[config.mk]
export PLATFORM = sky130hd
export DESIGN_NAME = ltc_tone_control
export DESIGN_NICKNAME = d
export VERILOG_FILES = /design/src/ltc_pkg.sv /design/src/ltc_tone_control.sv /design/src/ltc_sync.sv
export VERILOG_INCLUDE_DIRS = /design/src
export SDC_FILE = /design/constraint.sdc
export NUM_CORES = 1
export LEC_CHECK = 0
export BUFFER_PORTS_ARGS = -buffer_cell sky130_fd_sc_hd__buf_2
export CAP_MARGIN = 20
export CELL_PAD_IN_SITES_DETAIL_PLACEMENT = 1
export CELL_PAD_IN_SITES_GLOBAL_PLACEMENT = 2
export CORE_MARGIN = 4
export CORE_UTILIZATION = 42
export CTS_BUF_LIST = sky130_fd_sc_hd__clkbuf_4
export DETAILED_ROUTE_END_ITERATION = 8
export PLACE_DENSITY = 0.95
export SYNTH_ARGS = -nofsm -noshare
export SYNTH_HDL_FRONTEND = slang
export SYNTH_SLANG_ARGS = --single-unit
[constraint.sdc]
create_clock -name sys_clk -period 3.6 [get_ports sys_clk]
set_input_delay 0.18 -clock sys_clk [delete_from_list [all_inputs] [get_ports sys_clk]]
set_output_delay 0.18 -clock sys_clk [all_outputs]
set_load 0.02 [all_outputs]
[src/ltc_cfg.svh]
// timing and width constants for the lnb tone control block
`ifndef LTC_CFG_SVH
`define LTC_CFG_SVH

`define LTC_CLK_MHZ        100
`define LTC_EXT_ON_NS      1000
`define LTC_EXT_OFF_NS     60000
`define LTC_ENV_ON_NS      6000
`define LTC_ENV_OFF_NS     15000
`define LTC_SS13_US        4000
`define LTC_SS18_US        6000
`define LTC_UVLO_MV        4700
`define LTC_TONE_HALF_CYC  2273
`define LTC_CNT_W          20
`define LTC_MV_W           14
`define LTC_RAMP_W         8
`define LTC_RAMP_FULL      8'hFF
`define LTC_RAMP_ZERO      8'h00

`endif

[src/ltc_pkg.sv]
// types shared by the lnb tone control block
package ltc_pkg;
   typedef enum logic [1:0] {
      LTC_MODE_OFF,
      LTC_MODE_EXT,
      LTC_MODE_ENV
   } ltc_mode_t;

   typedef struct packed {
      logic toneEnable;
      logic extWaveSelect;
      logic lowDissSelect;
      logic sel18V;
      logic supplyOn;
   } ltc_ctrl_t;

   typedef enum logic [1:0] {
      LTC_GATE_IDLE,
      LTC_GATE_ARMING,
      LTC_GATE_ON,
      LTC_GATE_HOLD
   } ltc_gate_t;
endpackage : ltc_pkg

[src/ltc_tone_control.sv]
// tone keying, low-dissipation interlock, lockout and soft-start for the lnb supply
`timescale 1ns/10ps
`include "ltc_cfg.svh"

////////////////////////////////////////////////////////////////////////////////
// Contract
// (RULE1) With external select and tone enable both 1, the tone is keyed from the input pin.
// (RULE2) With external select 0 and tone enable 1, the pin is an envelope gating the tone.
// (RULE3) Continuous tone is had by tone enable alone, pin held high and select 0.
// (RULE4) The host keeps low dissipation at 0 while tone or data is active.
// (RULE5) Low dissipation 1 with tone off selects reduced-headroom regulation.
// (RULE6) In external mode the output follows the pin's frequency and duty.
// (RULE7) The host sets select and enable before driving the external tone.
// (RULE8) In external mode the tone starts about 1 us after pin activity is seen.
// (RULE9) In external mode the tone stops about 60 us after pin activity ceases.
// (RULE10) Everything is disabled while supply is below the 4.7 V lockout.
// (RULE11) Soft-start ramps over 4 ms to 13 V and 6 ms to 18 V.
// (RULE12) In envelope mode tone starts 6 us after rising edge and stops 15-60 us after fall.
// (RULE13) With tone enable 0 no tone reaches the supply output.
module ltc_tone_control (
   // clocking
   input  wire logic                  sys_clk,
   input  wire logic                  rst_n,
   input  wire logic                  clkEn,
   // host control bits
   input  wire ltc_pkg::ltc_ctrl_t    ctrl,
   // pins
   input  wire logic                  toneKeyInput,
   input  wire logic [`LTC_MV_W-1:0]  vccMilliVolt,
   // outputs
   output logic                       toneDrive,
   output logic                       toneActive,
   output logic                       lowHeadroom,
   output logic                       lockout,
   output logic [`LTC_RAMP_W-1:0]     rampLevel,
   output logic                       rampDone
);
   localparam int EXT_ON_CYC  = (`LTC_EXT_ON_NS * `LTC_CLK_MHZ + 999) / 1000;
   localparam int EXT_OFF_CYC = (`LTC_EXT_OFF_NS * `LTC_CLK_MHZ) / 1000;
   localparam int ENV_ON_CYC  = (`LTC_ENV_ON_NS * `LTC_CLK_MHZ + 999) / 1000;
   localparam int ENV_OFF_CYC = (`LTC_ENV_OFF_NS * `LTC_CLK_MHZ + 999) / 1000;
   localparam int SS13_CYC    = `LTC_SS13_US * `LTC_CLK_MHZ;
   localparam int SS18_CYC    = `LTC_SS18_US * `LTC_CLK_MHZ;

   // soft-start cycles per ramp step
   function automatic logic [`LTC_CNT_W-1:0] stepCycles(input logic is18);
      stepCycles = is18 ? `LTC_CNT_W'(SS18_CYC / 255) : `LTC_CNT_W'(SS13_CYC / 255);
   endfunction : stepCycles

   ////////////////////////////////////////////////////////////////////////////
   // pin and supply synchronisation
   logic [1:0] pinSync;
   logic       keySync;
   logic       uvSync;

   ltc_sync #(.W(2)) uPinSync (
      .sys_clk (sys_clk),
      .rst_n   (rst_n),
      .clkEn   (clkEn),
      .asyncIn ({toneKeyInput, vccMilliVolt < `LTC_MV_W'(`LTC_UVLO_MV)}),
      .syncOut (pinSync)
   );
   assign keySync = pinSync[1];
   assign uvSync  = pinSync[0];

   ////////////////////////////////////////////////////////////////////////////
   // mode decode and keying state
   ltc_pkg::ltc_mode_t mode;
   ltc_pkg::ltc_gate_t gate_r, gate_nxt;
   logic [`LTC_CNT_W-1:0] dly_r, dly_nxt;
   logic [`LTC_CNT_W-1:0] gen_r, gen_nxt;
   logic keyPrev_r, keyPrev_nxt;
   logic gen22_r, gen22_nxt;
   logic drive_r, drive_nxt;
   logic edgeSeen;

   // lockout and tone enable gate every mode
   always_comb begin
      if (uvSync || !ctrl.toneEnable) mode = ltc_pkg::LTC_MODE_OFF;        // [RULE10] [RULE13]
      else if (ctrl.extWaveSelect) mode = ltc_pkg::LTC_MODE_EXT;           // [RULE1]
      else mode = ltc_pkg::LTC_MODE_ENV;                                   // [RULE2] [RULE3]
   end

   assign edgeSeen = keySync != keyPrev_r;

   // gate sequencing: on delay, hold-off delay after activity stops
   always_comb begin
      gate_nxt    = gate_r;
      dly_nxt     = dly_r;
      keyPrev_nxt = keySync;
      case (gate_r)
         ltc_pkg::LTC_GATE_IDLE: begin
            dly_nxt = '0;
            if ((mode == ltc_pkg::LTC_MODE_EXT && edgeSeen) ||
                (mode == ltc_pkg::LTC_MODE_ENV && keySync))
               gate_nxt = ltc_pkg::LTC_GATE_ARMING;
         end
         ltc_pkg::LTC_GATE_ARMING: begin
            dly_nxt = dly_r + `LTC_CNT_W'(1);
            if (mode == ltc_pkg::LTC_MODE_OFF ||
                (mode == ltc_pkg::LTC_MODE_ENV && !keySync)) begin
               gate_nxt = ltc_pkg::LTC_GATE_IDLE;
            end else if (mode == ltc_pkg::LTC_MODE_EXT &&
                         dly_r >= `LTC_CNT_W'(EXT_ON_CYC - 1)) begin      // [RULE8]
               gate_nxt = ltc_pkg::LTC_GATE_ON;
               dly_nxt  = '0;
            end else if (mode == ltc_pkg::LTC_MODE_ENV &&
                         dly_r >= `LTC_CNT_W'(ENV_ON_CYC - 1)) begin      // [RULE12]
               gate_nxt = ltc_pkg::LTC_GATE_ON;
               dly_nxt  = '0;
            end
         end
         ltc_pkg::LTC_GATE_ON: begin
            dly_nxt = '0;
            if (mode == ltc_pkg::LTC_MODE_OFF) gate_nxt = ltc_pkg::LTC_GATE_IDLE;
            else if (mode == ltc_pkg::LTC_MODE_EXT ? !edgeSeen : !keySync)
               gate_nxt = ltc_pkg::LTC_GATE_HOLD;
         end
         ltc_pkg::LTC_GATE_HOLD: begin
            dly_nxt = dly_r + `LTC_CNT_W'(1);
            if (mode == ltc_pkg::LTC_MODE_OFF) begin
               gate_nxt = ltc_pkg::LTC_GATE_IDLE;
            end else if (mode == ltc_pkg::LTC_MODE_EXT ? edgeSeen : keySync) begin
               gate_nxt = ltc_pkg::LTC_GATE_ON;                            // activity resumed
               dly_nxt  = '0;
            end else if (mode == ltc_pkg::LTC_MODE_EXT &&
                         dly_r >= `LTC_CNT_W'(EXT_OFF_CYC - 1)) begin     // [RULE9]
               gate_nxt = ltc_pkg::LTC_GATE_IDLE;
            end else if (mode == ltc_pkg::LTC_MODE_ENV &&
                         dly_r >= `LTC_CNT_W'(ENV_OFF_CYC - 1)) begin     // [RULE12]
               gate_nxt = ltc_pkg::LTC_GATE_IDLE;
            end
         end
         default: gate_nxt = ltc_pkg::LTC_GATE_IDLE;
      endcase
   end

   // internal 22 kHz square wave used in envelope mode
   always_comb begin
      gen_nxt   = gen_r + `LTC_CNT_W'(1);
      gen22_nxt = gen22_r;
      if (gen_r >= `LTC_CNT_W'(`LTC_TONE_HALF_CYC - 1)) begin
         gen_nxt   = '0;
         gen22_nxt = !gen22_r;
      end
      // external mode copies the pin so frequency and duty follow it
      drive_nxt = 1'b0;
      if (gate_r == ltc_pkg::LTC_GATE_ON || gate_r == ltc_pkg::LTC_GATE_HOLD) begin
         if (mode == ltc_pkg::LTC_MODE_EXT) drive_nxt = keySync;          // [RULE6]
         else if (mode == ltc_pkg::LTC_MODE_ENV) drive_nxt = gen22_r;     // [RULE2]
      end
   end

   always_ff @(posedge sys_clk or negedge rst_n) begin
      if (!rst_n) begin
         gate_r    <= ltc_pkg::LTC_GATE_IDLE;
         dly_r     <= '0;
         gen_r     <= '0;
         keyPrev_r <= 1'b0;
         gen22_r   <= 1'b0;
         drive_r   <= 1'b0;
      end else if (clkEn) begin
         gate_r    <= gate_nxt;
         dly_r     <= dly_nxt;
         gen_r     <= gen_nxt;
         keyPrev_r <= keyPrev_nxt;
         gen22_r   <= gen22_nxt;
         drive_r   <= drive_nxt;
      end
   end

   ////////////////////////////////////////////////////////////////////////////
   // headroom selection and tone-active flags
   logic lowHead_r, lowHead_nxt;
   logic active_r, active_nxt;

   // reduced headroom only when tone enable is 0; tone enable overrides a stray bit
   always_comb begin
      active_nxt  = (gate_nxt == ltc_pkg::LTC_GATE_ON ||
                     gate_nxt == ltc_pkg::LTC_GATE_HOLD) && mode != ltc_pkg::LTC_MODE_OFF;
      lowHead_nxt = ctrl.lowDissSelect && !ctrl.toneEnable && !uvSync;     // [RULE5] [RULE4]
   end

   always_ff @(posedge sys_clk or negedge rst_n) begin
      if (!rst_n) begin
         lowHead_r <= 1'b0;
         active_r  <= 1'b0;
      end else if (clkEn) begin
         lowHead_r <= lowHead_nxt;
         active_r  <= active_nxt;
      end
   end

   ////////////////////////////////////////////////////////////////////////////
   // soft-start ramp of the step-up output
   logic [`LTC_RAMP_W-1:0] ramp_r, ramp_nxt;
   logic [`LTC_CNT_W-1:0]  ssCnt_r, ssCnt_nxt;

   // ramp restarts from zero after lockout or supply off
   always_comb begin
      ramp_nxt  = ramp_r;
      ssCnt_nxt = ssCnt_r;
      if (uvSync || !ctrl.supplyOn) begin                                  // [RULE10]
         ramp_nxt  = `LTC_RAMP_ZERO;
         ssCnt_nxt = '0;
      end else if (ramp_r != `LTC_RAMP_FULL) begin
         if (ssCnt_r >= stepCycles(ctrl.sel18V) - `LTC_CNT_W'(1)) begin    // [RULE11]
            ssCnt_nxt = '0;
            ramp_nxt  = ramp_r + `LTC_RAMP_W'(1);
         end else begin
            ssCnt_nxt = ssCnt_r + `LTC_CNT_W'(1);
         end
      end
   end

   always_ff @(posedge sys_clk or negedge rst_n) begin
      if (!rst_n) begin
         ramp_r  <= `LTC_RAMP_ZERO;
         ssCnt_r <= '0;
      end else if (clkEn) begin
         ramp_r  <= ramp_nxt;
         ssCnt_r <= ssCnt_nxt;
      end
   end

   ////////////////////////////////////////////////////////////////////////////
   // outputs
   assign toneDrive   = drive_r;
   assign toneActive  = active_r;
   assign lowHeadroom = lowHead_r;
   assign lockout     = uvSync;
   assign rampLevel   = ramp_r;
   assign rampDone    = ramp_r == `LTC_RAMP_FULL;
endmodule : ltc_tone_control

[src/ltc_sync.sv]
// two-flop synchroniser for pin-level inputs
`timescale 1ns/10ps
module ltc_sync #(
   parameter int W = 1
) (
   // clocking
   input  wire logic         sys_clk,
   input  wire logic         rst_n,
   input  wire logic         clkEn,
   // data
   input  wire logic [W-1:0] asyncIn,
   output logic      [W-1:0] syncOut
);
   logic [W-1:0] meta_r;
   logic [W-1:0] meta_nxt;
   logic [W-1:0] sync_r;
   logic [W-1:0] sync_nxt;

   // hold while the enable is low
   always_comb begin
      meta_nxt = clkEn ? asyncIn : meta_r;
      sync_nxt = clkEn ? meta_r : sync_r;
   end

   // first stage is read only by the second
   always_ff @(posedge sys_clk or negedge rst_n) begin
      if (!rst_n) begin
         meta_r <= '0;
         sync_r <= '0;
      end else begin
         meta_r <= meta_nxt;
         sync_r <= sync_nxt;
      end
   end

   assign syncOut = sync_r;
endmodule : ltc_sync

---- Yosys cells after proc, flatten, opt, wreduce, memory -nomap -nowiden ----
Index checks and enable logic that the tools add are counted.
storage, ports and cells
  bits in registers ....................... 79
  output and inout port bits .............. 13
operators by class
  $add $sub $neg .......................... 5
  magnitude comparators ................... 7
  equal/unequal tests ..................... 10
  mux-type cells .......................... 32
  reduce and logical (&&, ||, !) cells .... 31
operators by type and width
  kind                                                                      number
  20-bit two-way mux                                                        9
  20-bit by 1-bit adder with 20-bit output (second input constant)          3
  20-bit one-hot mux with 3 select lines                                    1
  2-bit two-way mux                                                         12
  8-bit two-way mux                                                         3
  20-bit by 10-bit >= comparator with 1-bit output (second input constant)  1
  20-bit by 11-bit >= comparator with 1-bit output (second input constant)  1
  20-bit by 12-bit >= comparator with 1-bit output (second input constant)  1
  20-bit by 13-bit >= comparator with 1-bit output (second input constant)  1
  20-bit >= comparator                                                      1
  20-bit by 7-bit >= comparator with 1-bit output (second input constant)   1
  14-bit by 13-bit < comparator with 1-bit output (second input constant)   1
  12-bit by 1-bit subtractor with 13-bit output (second input constant)     1
  12-bit two-way mux                                                        1
  2-bit == test (second input constant)                                     5
  1-bit logical AND                                                         10
  8-bit by 1-bit adder with 8-bit output (second input constant)            1
  8-bit == test (second input constant)                                     1
  8-bit != test (second input constant)                                     1
  2-bit one-hot mux with 4 select lines                                     1
  1-bit logical NOT                                                         6
  1-bit logical OR                                                          6
  2-bit nonzero test                                                        3
  1-bit two-way mux                                                         5
  other kinds (6)                                                           9

---- Depth between registers and ports, before layout ----
  word-level depth ........................ 13
  mapped depth ............................ 9
  depth with buffers taken out ............ 8

---- Cells and area by module ----
From an unflattened synthesis, not the netlist that was laid out.
unflattened totals
  cell total of the unflattened synthesis .. 483
  area total of the unflattened synthesis .. 4559.4 um^2
by module, submodules not included
  module            instances  cells each  area an instance (um^2)  sequential area each (um^2)
  ltc_tone_control  1          475         4414.2                   1876.8
  ltc_sync          1          8           145.1                    100.1

---- Worst setup path before layout ----
OpenSTA, ideal clock, no wires.
  kind .................................... register to register
  start point ............................. register ramp_r[0], in the netlist rampLevel[0]
  end point ............................... register ssCnt_r[14]
  setup time .............................. 121 ps
  arrival time ............................ 2054 ps
  path slack .............................. 1425 ps
  cell stages (with the launch flop) ...... 8
  period minus slack after synthesis ...... 2175 ps
  cells stage by stage .................... dfrtp_1 > ha_1 > nand3_1 > o41ai_1 > or3_1 > nor2_1 > a21oi_1 > nor2_1
between the ends
  word-level cells in the longest chain between the ends .. 3
ends and longest elaborated chain
  item                                  RTL line                 text
  start, declared                       ltc_tone_control.sv:196  logic [`LTC_RAMP_W-1:0] ramp_r, ramp_nxt;
  start signal, assigned                ltc_tone_control.sv:218  ramp_r <= `LTC_RAMP_ZERO;
  start signal, assigned                ltc_tone_control.sv:221  ramp_r <= ramp_nxt;
  8-bit != test (no source line)        n/a
  2-bit nonzero test (no source line)   n/a
  2-bit AND reduction (no source line)  n/a
  end signal, assigned                  ltc_tone_control.sv:222  ssCnt_r <= ssCnt_nxt;
  end, declared                         ltc_tone_control.sv:197  logic [`LTC_CNT_W-1:0] ssCnt_r, ssCnt_nxt;
No other way between the ends.
A chain may end at the register's enable or synchronous reset.

---- Worst setup path in the final report ----
  start point ............................. register ssCnt_r[0]
  end point ............................... register ramp_r[7], in the netlist rampLevel[7]
between the ends
  word-level cells in the longest chain between the ends .. 3
ends and longest elaborated chain
  item                                  RTL line                 text
  20-bit >= comparator                  ltc_tone_control.sv:207  if (ssCnt_r >= stepCycles(ctrl.sel18V) - `LTC_CNT_W'(1)) begin
  2-bit nonzero test (no source line)   n/a
  3-bit AND reduction (no source line)  n/a
No other way between the ends.

==> flow_metrics.env <==
export IMPL_nets=533
export IMPL_portBuffers=33
export IMPL_vias=3597
export IMPL_min_path_type="in -> async"
export IMPL_core_um2=9820
export IMPL_grtUsageTotal_pct=19.5
export IMPL_period_share_pct=79.3
export IMPL_setup_violations_final=0
export IMPL_path_clk_slew_ns=0.17
export IMPL_p_seq_share_pct=53.1
export IMPL_wl_per_cell_um=16.6
export IMPL_drv_cap=0
export IMPL_critPathSlowestCell="nor2b_1"
export IMPL_place_ws_ns=0.802
export IMPL_clk_latency_ns=0.43
export IMPL_outcome="completed"
export IMPL_p_int_uw=1300
export IMPL_yosys_most_used_dff="dfrtp_1"
export IMPL_ys_seq_elements=79
export IMPL_synth_nets=495
export IMPL_worstMarginPinSlew_ns=0.751
export IMPL_cts_sinks=79
export IMPL_ant_nets=0
export IMPL_grt_pass1_vias=3810
export IMPL_drt_total_wl_um=10500
export IMPL_criticalPathCategory="reg -> reg"
export IMPL_cp_end_kind="flip-flop"
export IMPL_die_h_um=109
export IMPL_place_area_um2=4560
export IMPL_async_flop_share_pct=100
export IMPL_dieArea_um2=11800
export IMPL_switchingPower_uw=634
export IMPL_maxSlewViolCount=0
export IMPL_finalSetupTns_ns=0
export IMPL_cts_buffers=9
export IMPL_final_min_clock_period_ns=2.86
export IMPL_cp_max_fo=11
export IMPL_cts_setup_buffers=0
export IMPL_ys_seq_area_share_pct=46.4
export IMPL_startpoint_type="flip-flop"
export IMPL_layout_area_overhead_vs_synth_pct=12.2
export IMPL_power_density_nw_per_um2=405
export IMPL_maxSlewHeadroom_pct=49.8
export IMPL_fin_worst_skew_ns=0.0240
export IMPL_synth_area_per_cell_um2=9.25
export IMPL_syn_area_um2=4260
export IMPL_antennaDiodeCount=0
export IMPL_tritoncts="built"
export IMPL_cts_repair_resized=0
export IMPL_drt_pass1_iter_count=4
export IMPL_required_ns=3.96
export IMPL_htreeDepth=3
export IMPL_grt_remaining_overflow=0
export IMPL_antenna_found_initial=0
export IMPL_viasPerCell=5.65
export IMPL_ys_warn_count=0
export IMPL_start_util_pct=43.4
export IMPL_clkPwrFrac_pct=30.6
export IMPL_setup_slack_ns=0.744
export IMPL_clk_path_buf_depth=2
export IMPL_fp_row_count=36
export IMPL_root_buffer="clkbuf_4"
export IMPL_syn_inst=461
export IMPL_post_route_cell_area_um2=4780
export IMPL_drt_iter0_drc=153
export IMPL_drc_errors=0
export IMPL_switching_share_pct=32.7
export IMPL_io_pins=36
export IMPL_crit_chain="ha_1 -> and3_1 -> a31oi_1 -> o211ai_1 -> buf_4 -> nor2b_1 -> nand2_1 -> o31ai_1"
export IMPL_synth_edff_count=0
export IMPL_max_vdd_ir_drop_mv=0.240
export IMPL_place_congestion=0.805
export IMPL_yosysUniqueCellTypes=59
export IMPL_grt_pass1_wl_um=18400
export IMPL_die_x_um=109
export IMPL_p_leak_uw=0.00218
export IMPL_max_freq_mhz=350
export IMPL_fin_cells=637
export IMPL_arrival_ns=3.22
export IMPL_rr_worst_depth=8
export IMPL_grt_max_degree=80
export IMPL_finalHoldViolations=0
export IMPL_rsz0062_at_grt="false"
export IMPL_placed_cells=616
export IMPL_comb_power_share_pct=16.3
export IMPL_drive_above_1_share_pct=14.1
export IMPL_cpPeakStageDelay_ns=0.63
export IMPL_dp_hpwl_um=7430
==> final timing paths <==
kind,start,to,slack [ns]
worst max-delay path,ssCnt_r[0]$_DFFE_PN0P_,rampLevel[7]$_DFFE_PN0P_,0.74
worst min-delay path,rst_n,rampLevel[4]$_DFFE_PN0P_,0.15
worst max register to register,ssCnt_r[0]$_DFFE_PN0P_,rampLevel[7]$_DFFE_PN0P_,0.74
worst min register to register,gen22_r$_DFFE_PN0P_,gen22_r$_DFFE_PN0P_,0.48
max in group asynchronous,rst_n,dly_r[5]$_DFFE_PN0P_,2.82
min in group sys_clk,ctrl[0],rampLevel[1]$_DFFE_PN0P_,0.15
==> layout by cell type, fill, tap and decap left out, types with 7 or more instances in the layout <==
| cell | count |
|---|---|
| inv_1 | 11 |
| and3_1 | 13 |
| nor2_1 | 66 |
| ha_1 | 11 |
| dfrtp_1 | 79 |
| clkbuf_4 | 9 |
| a21oi_1 | 15 |
| nor2b_1 | 7 |
| nand2b_1 | 7 |
| o21ai_0 | 26 |
| nand2_1 | 45 |
| o31ai_1 | 13 |
| buf_2 | 32 |
| nand3_1 | 25 |
| xor2_1 | 13 |
| nor3_1 | 11 |
| a31oi_1 | 12 |
| xnor2_1 | 14 |
==> final cells by class <==
cell class                      count  area [um^2]
Clock inverter                      7         85.1
Multi-Input combinational cell    355         2170
Sequential cell                    79         1980
Inverter                           11         41.3
Clock buffer                        9         67.6
Fill cell                        1175         5040
Timing Repair Buffer               43          273
Tap cell                          133          166
==> sequential cells by signal, indices dropped and copies added, names as in the netlist <==
signal            cells
dly_r                20
gen_r                20
ssCnt_r              20
rampLevel             8
gate_r                2
uPinSync.meta_r       2
uPinSync.syncOut      2
gen22_r               1
keyPrev_r             1
lowHeadroom           1
toneActive            1
toneDrive             1
==> synthesized netlist by cell type (all sizes together) (12+ instances only) <==
master,count,share of area [%]
dfrtp,79,46
nor2,66,5.8
nand2,45,4.0
o21ai,27,3.2
nand3,25,2.9
a21oi,15,1.8
o31ai,14,2.6
xnor2,14,2.9
and3,13,1.9
xor2,13,2.7
a31oi,12,1.8
nor3,12,1.5
==> metrics by stage <==
stage | util, % | total power, uW | hold slack, ns
2_1_floorplan | - | 1250 | -0.116
3_3_place_gp | 46.5 | 1330 | 0.406
3_5_place_dp | 46.5 | 1350 | 0.421
4_1_cts | 48.4 | 1950 | 0.132
5_1_grt | 48.7 | 2060 | 0.134
6_report | 48.7 | 1940 | 0.148
==> kinds of logic (layout without fill, tap and decap cells) <==
| family | after synthesis | after routing | synth area share [%] |
|---|---|---|---|
| and+or+nand+nor | 210 | 210 | 24.4 |
| AOI/OAI and AO/OA | 99 | 99 | 15.6 |
| DFF | 79 | 79 | 46.4 |
| xor gates and xnor gates | 27 | 27 | 5.55 |
| buffers and inverters | 27 | 70 | 2.82 |
| adders and majority gates | 11 | 11 | 3.23 |
| muxes | 8 | 8 | 2.03 |
==> worst max-delay path, delay by kind of cell, from the launching register on <==
kind / cells / cell delay [ns]
fa+ha+maj: 1 / 0.24
compound gates: 3 / 0.65
flops: 1 / 0.47
simple gates: 3 / 1.19
buf+inv: 1 / 0.23
==> routing by layer <==
layer  GRT usage (%)  share of wire (%)  wire length, um  vias to the layer above
met5               0                  0                0                        -
met4            7.66                1.9              205                        0
met3            2.78                2.7              286                       17
met2            32.8                 49             5170                       49
met1            25.3                 46             4890                     1806
li1                -                  -                -                     1725
==> timing repair <==
action	in CTS	in global routing
hold endpoints to repair	81	0
endpoints found under the setup margin	0	0
hold buffers	4	0
==> power by group through the flow <==
stage               Combinational, uW  Sequential, uW  Clock, uW
floorplan                         210            1040          0
global placement                  294            1040          0
detailed placement                309            1040          0
CTS                               317            1030        609
global route                      361            1040        656
finish                            315            1030        593
Note: power is estimated with default switching activity, not from simulation.
